File: src/hw/qdc_pkg.sv
// package for the quad channel code register bank
package qdc_pkg;
  localparam int unsigned QDC_NUM_CHAN = 4;
  localparam int unsigned QDC_ADDR_W = 8;
  localparam int unsigned QDC_DATA_W = 8;
  localparam logic [7:0] QDC_ADDR_BASE = 8'h10;
  localparam logic [7:0] QDC_ADDR_LAST = 8'h17;
  localparam logic [7:0] QDC_REG_RESET = 8'h00;
  localparam logic [7:0] QDC_RD_NONE = 8'h00;
  localparam logic [7:0] QDC_OFF_CHAN_A_LOW = 8'h10;
  localparam logic [7:0] QDC_OFF_CHAN_A_HIGH = 8'h11;
  localparam logic [7:0] QDC_OFF_CHAN_B_LOW = 8'h12;
  localparam logic [7:0] QDC_OFF_CHAN_B_HIGH = 8'h13;
  localparam logic [7:0] QDC_OFF_CHAN_C_LOW = 8'h14;
  localparam logic [7:0] QDC_OFF_CHAN_C_HIGH = 8'h15;
  localparam logic [7:0] QDC_OFF_CHAN_D_LOW = 8'h16;
  localparam logic [7:0] QDC_OFF_CHAN_D_HIGH = 8'h17;
  localparam int unsigned QDC_LSB_BITS_12 = 4;
  localparam int unsigned QDC_LSB_BITS_10 = 2;
  localparam int unsigned QDC_CODE_W = 12;

  typedef struct packed {
    logic wr;
    logic rd;
    logic [7:0] addr;
    logic [7:0] wdata;
  } qdc_req_s;
endpackage : qdc_pkg

File: src/hw/qdc_chan.sv
// one channel: low/high code register pair and its full code
`timescale 1ns/1ps
module qdc_chan import qdc_pkg::*; #(
  parameter int unsigned LSB_BITS = QDC_LSB_BITS_12
) (
  input wire logic clk, // device clock
  input wire logic arst_n, // power-on reset, active low
  input wire logic wr_low, // write strobe, low-bits register
  input wire logic wr_high, // write strobe, high-bits register
  input wire logic [7:0] wdata, // write data
  output logic [7:0] low_rd, // low-bits register readback
  output logic [7:0] high_rd, // high-bits register readback
  output logic [8+LSB_BITS-1:0] code // full code to the converter
);
  logic [LSB_BITS-1:0] low_q;
  logic [7:0] high_q;

  // unused low bits are not stored at all so they cannot hold stale data
  always_ff @(posedge clk or negedge arst_n) begin
    if (!arst_n) begin
      low_q <= QDC_REG_RESET[LSB_BITS-1:0];
      high_q <= QDC_REG_RESET;
    end else begin
      if (wr_low) begin
        low_q <= wdata[7 -: LSB_BITS];
      end
      if (wr_high) begin
        high_q <= wdata;
      end
    end
  end

  assign low_rd = {low_q, {(8-LSB_BITS){1'b0}}};
  assign high_rd = high_q;
  assign code = {high_q, low_q};
endmodule : qdc_chan

File: src/hw/qdc_rd_mux.sv
// read data selection over the eight code registers
`timescale 1ns/1ps
module qdc_rd_mux import qdc_pkg::*; (
  input wire logic [7:0] addr, // register address
  input wire logic [2*QDC_NUM_CHAN-1:0][7:0] regs, // readbacks by index
  output logic hit, // address falls in the bank
  output logic [7:0] rdata // selected readback, zero on a miss
);
  logic [7:0] idx;
  assign hit = (addr >= QDC_ADDR_BASE) && (addr <= QDC_ADDR_LAST);
  assign idx = addr - QDC_ADDR_BASE;
  assign rdata = hit ? regs[idx[2:0]] : QDC_RD_NONE;
endmodule : qdc_rd_mux

File: src/hw/qdc_bank.sv
// quad channel code register bank, top level
// Overview of operation
// - four low/high pairs at 0x10..0x17, channel A first, low even
// - high register is eight read/write code MSBs, bit 7 is MSB
// - low register keeps 4 or 2 LSBs in its top bits per variant
// - code is high register above low significant bits, to converter
// - channels are independent; writes touch only their own channel
// - reset clears every code register bit to zero
// - outputs start at code zero and hold until a new write
`timescale 1ns/1ps
module qdc_bank import qdc_pkg::*; #(
  parameter int unsigned LSB_BITS = QDC_LSB_BITS_12 // 4 or 2 code LSBs
) (
  input wire logic clk, // device clock, 25 MHz
  input wire logic arst_n, // power-on reset, active low
  input wire qdc_req_s req, // register access from the serial interface
  output logic hit, // access address lies in the bank
  output logic [7:0] rdata, // registered read data
  output logic rvalid, // read data valid, one-cycle pulse
  output logic [QDC_NUM_CHAN-1:0][8+LSB_BITS-1:0] codes // codes, A at 0
);
  logic [2*QDC_NUM_CHAN-1:0][7:0] regs_rd;
  logic [7:0] idx;
  logic [7:0] mux_data;
  logic [7:0] rdata_q;
  logic rvalid_q;
  logic wr_hit;

  assign idx = req.addr - QDC_ADDR_BASE;
  assign wr_hit = req.wr && hit;

  for (genvar c = 0; c < QDC_NUM_CHAN; c++) begin : g_chan
    logic sel;
    // low at even, high at odd offset within the pair
    assign sel = wr_hit && (idx[2:1] == 2'(c));
    qdc_chan #(.LSB_BITS(LSB_BITS)) u_chan (
      .clk(clk),
      .arst_n(arst_n),
      .wr_low(sel && !idx[0]),
      .wr_high(sel && idx[0]),
      .wdata(req.wdata),
      .low_rd(regs_rd[2*c]),
      .high_rd(regs_rd[2*c+1]),
      .code(codes[c])
    );
  end

  qdc_rd_mux u_mux (
    .addr(req.addr),
    .regs(regs_rd),
    .hit(hit),
    .rdata(mux_data)
  );

  // read data registered so the serial shifter sees a stable byte
  always_ff @(posedge clk or negedge arst_n) begin
    if (!arst_n) begin
      rdata_q <= QDC_RD_NONE;
      rvalid_q <= 1'b0;
    end else begin
      rvalid_q <= req.rd;
      if (req.rd) begin
        rdata_q <= mux_data;
      end
    end
  end
  assign rdata = rdata_q;
  assign rvalid = rvalid_q;

  // checks
  for (genvar k = 0; k < QDC_NUM_CHAN; k++) begin : g_chk
    a_pair_form: assert property (@(posedge clk) disable iff (!arst_n)
      codes[k] == {regs_rd[2*k+1], regs_rd[2*k][7 -: LSB_BITS]})
      else $error("channel code not formed from its pair");
    a_pad_zero: assert property (@(posedge clk) disable iff (!arst_n)
      regs_rd[2*k][7-LSB_BITS:0] == '0)
      else $error("unused low bits not zero");
  end
  a_rvalid_pulse: assert property (@(posedge clk) disable iff (!arst_n)
    req.rd |=> rvalid)
    else $error("read not answered");
  a_rvalid_drop: assert property (@(posedge clk) disable iff (!arst_n)
    !req.rd |=> !rvalid)
    else $error("read valid without a read");
  a_miss_read: assert property (@(posedge clk) disable iff (!arst_n)
    req.rd && !hit |=> rdata == QDC_RD_NONE)
    else $error("read outside bank not zero");
  a_miss_write: assert property (@(posedge clk) disable iff (!arst_n)
    req.wr && !hit |=> $stable(codes))
    else $error("write outside bank changed a code");
  a_reset_read: assert property (@(posedge clk)
    $rose(arst_n) |-> rdata == QDC_RD_NONE && !rvalid)
    else $error("read path not cleared by reset");
  a_reset_zero: assert property (@(posedge clk)
    $rose(arst_n) |-> codes == '0)
    else $error("codes not zero after reset");
  a_high_write: assert property (@(posedge clk) disable iff (!arst_n)
    req.wr && req.addr == QDC_OFF_CHAN_A_HIGH |=>
    regs_rd[1] == $past(req.wdata))
    else $error("high register not written");
  a_low_unused: assert property (@(posedge clk) disable iff (!arst_n)
    regs_rd[0][7-LSB_BITS:0] == '0)
    else $error("unused low bits not zero");
  a_low_write: assert property (@(posedge clk) disable iff (!arst_n)
    req.wr && req.addr == QDC_OFF_CHAN_B_LOW |=>
    regs_rd[2][7 -: LSB_BITS] == $past(req.wdata[7 -: LSB_BITS]))
    else $error("low register not written");
  a_code_form: assert property (@(posedge clk) disable iff (!arst_n)
    codes[3] == {regs_rd[7], regs_rd[6][7 -: LSB_BITS]})
    else $error("code not formed from pair");
  a_chan_indep: assert property (@(posedge clk) disable iff (!arst_n)
    req.wr && req.addr == QDC_OFF_CHAN_A_LOW |=>
    $stable(codes[1]) && $stable(codes[2]) && $stable(codes[3]))
    else $error("other channel disturbed");
  a_code_hold: assert property (@(posedge clk) disable iff (!arst_n)
    !req.wr |=> $stable(codes))
    else $error("code changed without write");
  a_map_range: assert property (@(posedge clk) disable iff (!arst_n)
    hit == (req.addr >= QDC_OFF_CHAN_A_LOW &&
            req.addr <= QDC_OFF_CHAN_D_HIGH))
    else $error("bank decode wrong");
  a_read_back: assert property (@(posedge clk) disable iff (!arst_n)
    req.rd && req.addr == QDC_OFF_CHAN_C_HIGH |=>
    rvalid && rdata == regs_rd[5])
    else $error("readback wrong");
  c_write_a: cover property (@(posedge clk)
    req.wr && req.addr == QDC_OFF_CHAN_A_HIGH);
  c_write_d: cover property (@(posedge clk)
    req.wr && req.addr == QDC_OFF_CHAN_D_LOW);
  c_read_hit: cover property (@(posedge clk) req.rd && hit);
  c_write_miss: cover property (@(posedge clk) req.wr && !hit);
  c_reset_gone: cover property (@(posedge clk) $rose(arst_n));
endmodule : qdc_bank

File: config.mk
export PLATFORM = sky130hd
export DESIGN_NAME = qdc_bank
export DESIGN_NICKNAME = d
export VERILOG_FILES = /design/src/hw/qdc_pkg.sv /design/src/hw/qdc_chan.sv /design/src/hw/qdc_rd_mux.sv /design/src/hw/qdc_bank.sv
export SDC_FILE = /design/constraint.sdc
export NUM_CORES = 1
export LEC_CHECK = 0
export ABC_AREA = 1
export BUFFER_PORTS_ARGS = -buffer_cell sky130_fd_sc_hd__buf_2
export CORE_ASPECT_RATIO = 1.75
export CORE_MARGIN = 5
export CORE_UTILIZATION = 40
export CTS_CLUSTER_DIAMETER = 150
export DETAILED_ROUTE_END_ITERATION = 10
export GPL_TIMING_DRIVEN = 0
export PLACE_DENSITY_LB_ADDON = 0.25
export SETUP_SLACK_MARGIN = 0.05
export SYNTH_ARGS = -nofsm -noshare
export SYNTH_HDL_FRONTEND = slang
export SYNTH_SLANG_ARGS = --single-unit
File: constraint.sdc
create_clock -name clk -period 1.12 [get_ports clk]
set_input_delay 0.168 -clock clk [delete_from_list [all_inputs] [get_ports clk]]
set_output_delay 0.168 -clock clk [all_outputs]
set_load 0.05 [all_outputs]
### Word level (Yosys, flattened, before mapping)

Cells that the tools add are included.

* register bits: 57
* output and inout port bits: 58

* add/subtract/negate cells: 1
* $lt $le $gt $ge: 3
* equality and inequality tests: 3
* multiplexer cells: 3
* reduce and logical (&&, ||, !) cells: 16

Operators with widths (count)
* 8-bit binary-select mux with 3-bit select: 1
* 8-bit 2-to-1 mux: 2
* 1-bit logical AND: 14
* 8-bit by 5-bit greater-or-equal comparator with 1-bit output, second input constant: 1
* 8-bit by 5-bit <= comparator with 1-bit output, second input constant: 1
* 2-bit equality test, second input constant: 2
* 3-bit by 4-bit less-than comparator with 1-bit output, second input constant: 1
* 3-bit by 1-bit subtractor with 3-bit output, second input constant: 1
* 2-bit by 1-bit equality test with 1-bit output, second input constant: 1
* 2-bit zero test: 1
* 1-bit zero test: 1

### Longest topological paths before layout

Gate-level depths: netlist of run 1.

* depth in word-level cells: 5
* gate-level depth with buffers: 9

### Cells and area by module

From an unflattened synthesis of run 1, not the netlist that was laid out.

* cell total of the unflattened synthesis: 500
* area total of the unflattened synthesis: 3455.8 sq um

Modules (own cells, without submodules)
* qdc_chan: instances 4, cells each 68, area an instance 578.1 sq um, seq. area each 300.3 sq um
* qdc_rd_mux: instances 1, cells each 176, area an instance 732.0 sq um, seq. area each 0.0 sq um
* qdc_bank: instances 1, cells each 52, area an instance 411.6 sq um, seq. area each 225.2 sq um

### Least setup slack after synthesis of run 1

OpenSTA, ideal clock, no wires.

* path kind: input -> register
* from: input port req[11] (netlist name)
* to: register g_chan[1].u_chan.high_q[0]
* setup time: 0.118 ns
* data arrival time: 1.208 ns
* required time: 1.002 ns
* slack: -0.206 ns
* stages on the path: 6
* buffers on the path: 0
* cells stage by stage: nor2_2 > nand2_1 > nor2_4 > nand4_1 > nand2_1 > nand2_1

* word-level cells in the longest chain between the ends: 5

Ends and longest elaborated chain
* start, declared: RTL line qdc_bank.sv:16 `input wire qdc_req_s req,`
* 8-bit by 5-bit greater-or-equal comparator with 1-bit output or 8-bit by 5-bit <= comparator with 1-bit output (tied branches): RTL line qdc_rd_mux.sv:10 `assign hit = (addr >= QDC_ADDR_BASE) && (addr <= QDC_ADDR_LAST);`
* 1-bit logical AND *: RTL line qdc_rd_mux.sv:10
* via hit: RTL line qdc_bank.sv:17 `output logic hit,`
* 1-bit logical AND *: RTL line qdc_bank.sv:30 `assign wr_hit = req.wr && hit;`
* 1-bit logical AND *: RTL line qdc_bank.sv:35 `assign sel = wr_hit && (idx[2:1] == 2'(c));`
* 1-bit logical AND *: RTL line qdc_bank.sv:40 `.wr_high(sel && idx[0]),`
* end signal, assigned: RTL line qdc_chan.sv:28 `high_q <= wdata;`
* end, declared: RTL line qdc_chan.sv:16 `logic [7:0] high_q;`

Mark *: on every way through the listed nets, which the timed path passes. The rest lies on a longest branch.
A chain may end at the register's enable or synchronous reset.

### Final worst setup path of run 1

* from: register g_chan[0].u_chan.high_q[2]
* to: output port codes[6] (netlist name)

RTL lines
* start, declared: RTL line qdc_chan.sv:16
* start signal, assigned: RTL line qdc_chan.sv:28
* end, declared: RTL line qdc_bank.sv:20 `output logic [QDC_NUM_CHAN-1:0][8+LSB_BITS-1:0] codes`

No word-level cell between the ends.

==> out/summary.txt, run 1 <==
Post-DP HPWL: 6650 um
CP top delay family: flip-flops
Final Cycle Share: 98.3%
GRT met1 Usage: 26.3%
Global placement routability congestion: 0.856
PD cells: 1350 nW/um^2
Worst-Margin Slew: 0.530 ns
Remaining antenna violation count after routing: 0
CTS tree: built
Clk_skew: 0.00583 ns
CP max-delay cell: dfrtp_1
Pwr Total: 6.18 mW
Critical Path End Type: output port
Max VDD drop: 0.997 mV
Yosys warning count: 0
Hold Crit Class: in2reg
Mapped Area: 2830 sq um
Fin crit period: 1.10 ns
Worst Path Max Fanout: 3
Initial drt markers: 248
Critical path cell sequence: buf_6
Status: complete, no violations
Worst Hold Depth: 3
Most common cell after layout, fill and taps aside: nand2_1
First-pass GRT wire length: 15700 um
GRT Total Usage: 23.3%
M3 GR Usage: 6.30%
Hold EP: g_chan[0].u_chan.high_rd[0]
Finished Layout Cells: 581
Relative max-transition margin: 64.7%
Seq/Total Area, Yosys: 50.4%
Post-synth cell types: 17
Total CTS buffers: 9
Initial antenna violation count: 0
Starting Density: 40.9%
CP peak stage delay: 0.42 ns
CP arrival: 0.93 ns
Critical path class: reg2out
Total Neg Setup Slack: 0 ns
Drt pass-1 iters: 5
Area growth syn-to-layout: 61.8%
Worst Reg-to-Reg Cells: 7
Placed cells: 517
Mapped Avg Cell Area: 7.81 sq um
DIE HEIGHT: 121 um
Core area: 6910 sq um
Final hold viol count: 0
Post-Syn Nets: 382
Buffers on Ports: 71
Nets: 512
# setup viols final: 0
Post-Synthesis Cells: 362
DRC viols: 0
IO Pins: 78
Share of post-route cells with drive strength above 1: 42.5%
Die span in x: 73.6 um
Hold path start: req[0]
Most frequent cells in the layout: nand2_1 (167), nand4_1 (60), buf_6 (47)
Root buffer cell: clkbuf_16
#FFs+latches synth: 57
Worst skew pair latency: 0.33 ns
Buf+Inv Stages, Crit Path: 1
RSZ-0062 raised after global routing: true
H-tree levels: 3
R2R setup slack: 0.06 ns
Clock sink count: 57
Die area: 8920 sq um
Number of global-route vias before repair: 3201
Routed vias/inst: 5.32
Slew Limit Fails: 0
Grt total ovfl: 0
Grt peak-use layer: met2
Largest net degree at the start of global routing: 58
Max Cap Violations: 0
Endpoint of the lowest-slack register-to-register path: rdata[6]
Crit Reg-Reg Startpoint: g_chan[0].u_chan.high_rd[6]
Clock Tree Buf Depth: 2
Drt total wl: 9870 um
Global Route met2 Usage: 39.8%
Clk slew on worst S/H paths: 0.05 ns
Leak: 2.37 nW
Nature of the critical path startpoint: flip-flop
Drt wl/cell: 17.0 um
Req. time, crit path: 0.95 ns
Routed vias: 3089
Fmax: 908 MHz
# diodes: 0
Row count: 40
## worst max path at each step
stage | startpoint | endpoint | cells past startpoint
2_1_floorplan | req[15] | g_chan[1].u_chan.high_rd[0] | 6
3_3_place_gp | req[15] | g_chan[3].u_chan.high_rd[6] | 7
3_5_place_dp | req[15] | g_chan[3].u_chan.high_rd[0] | 7
4_1_cts | g_chan[0].u_chan.high_rd[2] | codes[6] | 1
5_1_grt | g_chan[0].u_chan.high_rd[6] | rdata[6] | 7
6_report | g_chan[0].u_chan.high_rd[2] | codes[6] | 1
## routing by layer
| layer | share of wire, % | vias to the layer above |
|---|---|---|
| met4 | 3.2 | 0 |
| met2 | 54 | 137 |
| li1 | - | 1469 |
| met1 | 37 | 1456 |
| met5 | 0 | - |
| met3 | 6.3 | 27 |
## Yosys cell counts
master      n  area, sq um
dfrtp_1    57         1430
buf_4       6         45.0
clkbuf_2    4         20.0
nor3_2      1         10.0
nor2_2      3         18.8
nor2_4      1         11.3
nand2_1   179          672
nand3_1    16         80.1
nand4_1    60          375
nor2_1      8         30.0
clkinv_1    1         3.75
inv_1       7         26.3
nand3_2     1         10.0
inv_2       1         3.75
buf_2      13         65.1
clkbuf_1    2         7.51
buf_6       2         22.5
## registers in the layout, summed over array words and instances (netlist names)
name,flops
g_chan.u_chan.low_q,16
rvalid,1
rdata,8
g_chan.u_chan.high_rd,32
## cells by family after synthesis
logic type    after synthesis  share of synthesized area [%]
simple gates              269                           42.7
buf+inv                    36                           6.86
flops                      57                           50.4
## through the flow
step | utilization [%] | worst slack [ns] | hold slack (ns) | cell area [sq um]
final | 66.2 | 0.0186 | 0.130 | 4570
after global routing | 66.2 | -0.00779 | 0.143 | 4570
after CTS | 64.1 | 0.0181 | 0.129 | 4420
after detailed placement | 48.2 | -0.396 | 0.296 | 3330
after global placement | 48.2 | -0.343 | 0.293 | 3330
after floorplan | - | -0.201 | -0.128 | 2870
## cell type report
cell class              count  area [sq um]
fillers                   565          2330
flip-flops and latches     57          1460
multi-input cells         269          1270
repair buffers            119          1220
clock buffers              14           274
plain buffers              27           166
well taps                  84           105
clock inverters             2          35.0
inverters                   9          33.8
## report_power, final
part	internal, mW	switching [mW]	leakage [nW]
registers	2.16	0.0864	0.740
logic	0.422	0.712	1.47
clock network	1.90	0.907	0.153
total	4.48	1.71	2.37
## tightest hold or removal path, delay by kind of cell
family	cells	cell delay (ns)
buffers and inverters	1	0.12
AND/OR/NAND/NOR	2	0.12
## what timing repair did
action                                  in CTS  in global routing
pin swaps                                    4                 13
buffers inserted                            43                  3
endpoints found under the hold margin       58                  0
hold buffers                                 2                  0
endpoints found under the setup margin     117                111
resized for setup                          137                 34
No activity file was read; power rests on OpenSTA's default activity.
==> run 2: changes to the inputs <==
--- a/config.mk
+++ b/config.mk
@@ -9,12 +9,13 @@
 export BUFFER_PORTS_ARGS = -buffer_cell sky130_fd_sc_hd__buf_2
 export CORE_ASPECT_RATIO = 1.75
 export CORE_MARGIN = 5
-export CORE_UTILIZATION = 40
-export CTS_CLUSTER_DIAMETER = 150
+export CORE_UTILIZATION = 52
+export CTS_CLUSTER_DIAMETER = 50
 export DETAILED_ROUTE_END_ITERATION = 10
 export GPL_TIMING_DRIVEN = 0
 export PLACE_DENSITY_LB_ADDON = 0.25
 export SETUP_SLACK_MARGIN = 0.05
+export SLEW_MARGIN = 20
 export SYNTH_ARGS = -nofsm -noshare
 export SYNTH_HDL_FRONTEND = slang
 export SYNTH_SLANG_ARGS = --single-unit
==> run 2 against run 1 <==
Final area fell by 0.52%; the run now ends with negative setup slack left; largest power group is now sequential cells; utilization rose by 20 points; global-route usage rose by 5.6 points; hold slack got worse by 0.0092 ns; flip-flop and latch count did not move; count of clock-buffer cells in the layout did not move; critical endpoint is now rdata[7]; maximum frequency fell by 4.8%; non-clock buffer count rose by 9; worst setup slack got worse by 0.055 ns; first-iteration DRC count rose by 42%.
==> out/summary.txt, run 2 (synthesis results as in run 1) <==
Most common cell on crit path: nand2_1
Worst skew pair latency: 0.35 ns (was 0.33 ns)
PD cells: 1230 nW/um^2 (was 1350 nW/um^2)
Drt wl/cell: 18.6 um (was 17.0 um)
Largest net degree at the start of global routing: 58 (unchanged)
Buf+Inv Stages, Crit Path: 1 (unchanged)
Routed vias/inst: 5.79 (was 5.32)
Critical Path End Type: flip-flop (was output port)
Req. time, crit path: 1.35 ns (was 0.95 ns)
Max Cap Violations: 0 (unchanged)
Total CTS buffers: 9 (unchanged)
Highest metal used: met4 (unchanged)
Nature of the critical path startpoint: flip-flop (unchanged)
Nets: 521 (was 512)
Met3 wire len: 904 um (was 621 um)
Most frequent cells in the layout: nand2_1 (164), nand4_1 (60), buf_4 (52) (was nand2_1 (167), nand4_1 (60), buf_6 (47))
Placed instance area: 3320 sq um (was 3330 sq um)
DRC viols: 0 (unchanged)
Fmax: 864 MHz (was 908 MHz)
First-pass GRT wire length: 15400 um (was 15700 um)
DR WL met2: 5570 um (was 5300 um)
Most common cell after layout, fill and taps aside: nand2_1 (unchanged)
Post-DP HPWL: 6120 um (was 6650 um)
Final hold viol count: 0 (unchanged)
Status: complete, but fails checks (was complete, no violations)
Fin area: 4550 sq um (was 4570 sq um)
Area growth syn-to-layout: 60.9% (was 61.8%)
Clk_skew: 0.00759 ns (was 0.00583 ns)
Drt total wl: 10800 um (was 9870 um)
Max VDD drop: 1.21 mV (was 0.997 mV)
Core area: 5300 sq um (was 6910 sq um)
Initial drt markers: 352 (was 248)
Die area: 7070 sq um (was 8920 sq um)
# diodes: 0 (unchanged)
Max FFs per register: 32 (unchanged)
Clock sink count: 57 (unchanged)
CP arrival: 1.39 ns (was 0.93 ns)
Global placement routability congestion: 0.883 (was 0.856)
# fillers: 269 (was 565)
Fin crit period: 1.16 ns (was 1.10 ns)
Critical path cell sequence: buf_4 > nand2_1 > nand3_1 > nand2_1 > nor2_1 > nand2_1 > nand2_1 (was buf_6)
CTS tree: built (unchanged)
Buffers on Ports: 71 (unchanged)
Die span in x: 65.7 um (was 73.6 um)
Clk slew on worst S/H paths: 0.06 ns (was 0.05 ns)
Total Neg Setup Slack: -0.0369 ns (was 0 ns)
Remaining antenna violation count after routing: 0 (unchanged)
H-tree levels: 3 (unchanged)
Slew Limit Fails: 0 (unchanged)
Critical path class: reg2reg (was reg2out)
Worst Path Max Fanout: 2 (was 3)
GRT Total Usage: 28.9% (was 23.3%)
DIE HEIGHT: 108 um (was 121 um)
# setup viols final: 1 (was 0)
Number of global-route vias before repair: 3169 (was 3201)
Failing checks: negative setup slack
Routed vias: 3357 (was 3089)
RSZ-0062 raised after global routing: true (unchanged)
IO Pins: 78 (unchanged)
Clock Tree Buf Depth: 2 (unchanged)
Setup ws final: -0.0369 ns (was 0.0186 ns)
Relative max-transition margin: 65.6% (was 64.7%)
Share of post-route cells with drive strength above 1: 44.3% (was 42.5%)
M1 wire length: 3770 um (was 3640 um)
Row count: 35 (was 40)
Hold Crit Class: in2reg (unchanged)
Initial antenna violation count: 0 (unchanged)
CP peak stage delay: 0.42 ns (about the same)
CP top delay family: simple AND/OR/NAND/NOR gates (was flip-flops)
Leak: 2.38 nW (was 2.37 nW)
CP max-delay cell: dfrtp_2 (was dfrtp_1)
Starting Density: 53.4% (was 40.9%)
Root buffer cell: clkbuf_8 (was clkbuf_16)
Final Cycle Share: 103% (was 98.3%)
Drt pass-1 iters: 5 (unchanged)
Worst-Margin Slew: 0.516 ns (was 0.530 ns)
Grt total ovfl: 0 (unchanged)
[run 2: routing by layer]
metal / track usage, % / vias to the layer above
met5: 0 / -
met4: 14.7 / 0
met3: 7.42 / 68
met2: 47.2 / 241
met1: 34.4 / 1568
li1: - / 1480
[run 2: repair_timing]
action                                 4_1_cts  5_1_grt
resized for setup                          120       54
setup buffers                               46        9
hold buffers                                 2        0
pin swaps                                    3       12
endpoints found under the hold margin       58        0
setup endpoints to repair                   90      109
gates cloned                                 0        0
[run 2: power by group]
group,internal (mW),switching (mW),leakage [nW]
combinational,0.434,0.742,1.53
clock,1.38,0.825,0.111
sequential,2.15,0.0841,0.740
[run 2: layout make-up]
class / count / area (sq um) / share of cell area (%)
flip-flops and latches: 57 / 1460 / 32.1
clock inverters: 2 / 60.1 / 1.32
plain buffers: 27 / 163 / 3.57
inverters: 9 / 33.8 / 0.742
repair buffers: 128 / 1280 / 28.1
well taps: 74 / 92.6 / 2.03
multi-input cells: 269 / 1300 / 28.6
clock buffers: 14 / 163 / 3.57
[run 2: final timing paths]
check / startpoint / endpoint / slack (ns) / cells past startpoint
worst max-delay path: g_chan[3].u_chan.low_q[3] / rdata[7] / -0.04 / 7
worst min-delay path: req[1] / g_chan[0].u_chan.high_rd[1] / 0.12 / 3
worst max register to register: g_chan[3].u_chan.low_q[3] / rdata[7] / -0.04 / 7
worst min register to register: rdata[1] / rdata[1] / 0.52 / 2
max in group asynchronous: arst_n / g_chan[2].u_chan.high_rd[7] / 0.37 / 2
min in group asynchronous: arst_n / g_chan[0].u_chan.low_q[3] / 0.35 / 2
[run 2: worst reg2reg max path, stage by stage (launching register included)]
cell     delay (ns)
dfrtp_2        0.42
buf_4          0.15
nand2_1        0.10
nand3_1        0.11
nand2_1        0.10
nor2_1         0.06
nand2_1        0.06
nand2_1        0.05
[run 2: per-stage QoR]
step | worst slack, ns | cells | util [%] | hold slack [ns] | power, mW
4_1_cts | 0.0105 | 571 | 80.9 | 0.117 | 5.49
6_report | -0.0369 | 580 | 85.9 | 0.121 | 5.62
2_1_floorplan | -0.201 | 362 | - | -0.128 | 2.82
3_5_place_dp | -0.367 | 507 | 62.7 | 0.272 | 3.09
5_1_grt | -0.0599 | 580 | 85.9 | 0.113 | 5.79
3_3_place_gp | -0.324 | 507 | 62.6 | 0.296 | 3.08
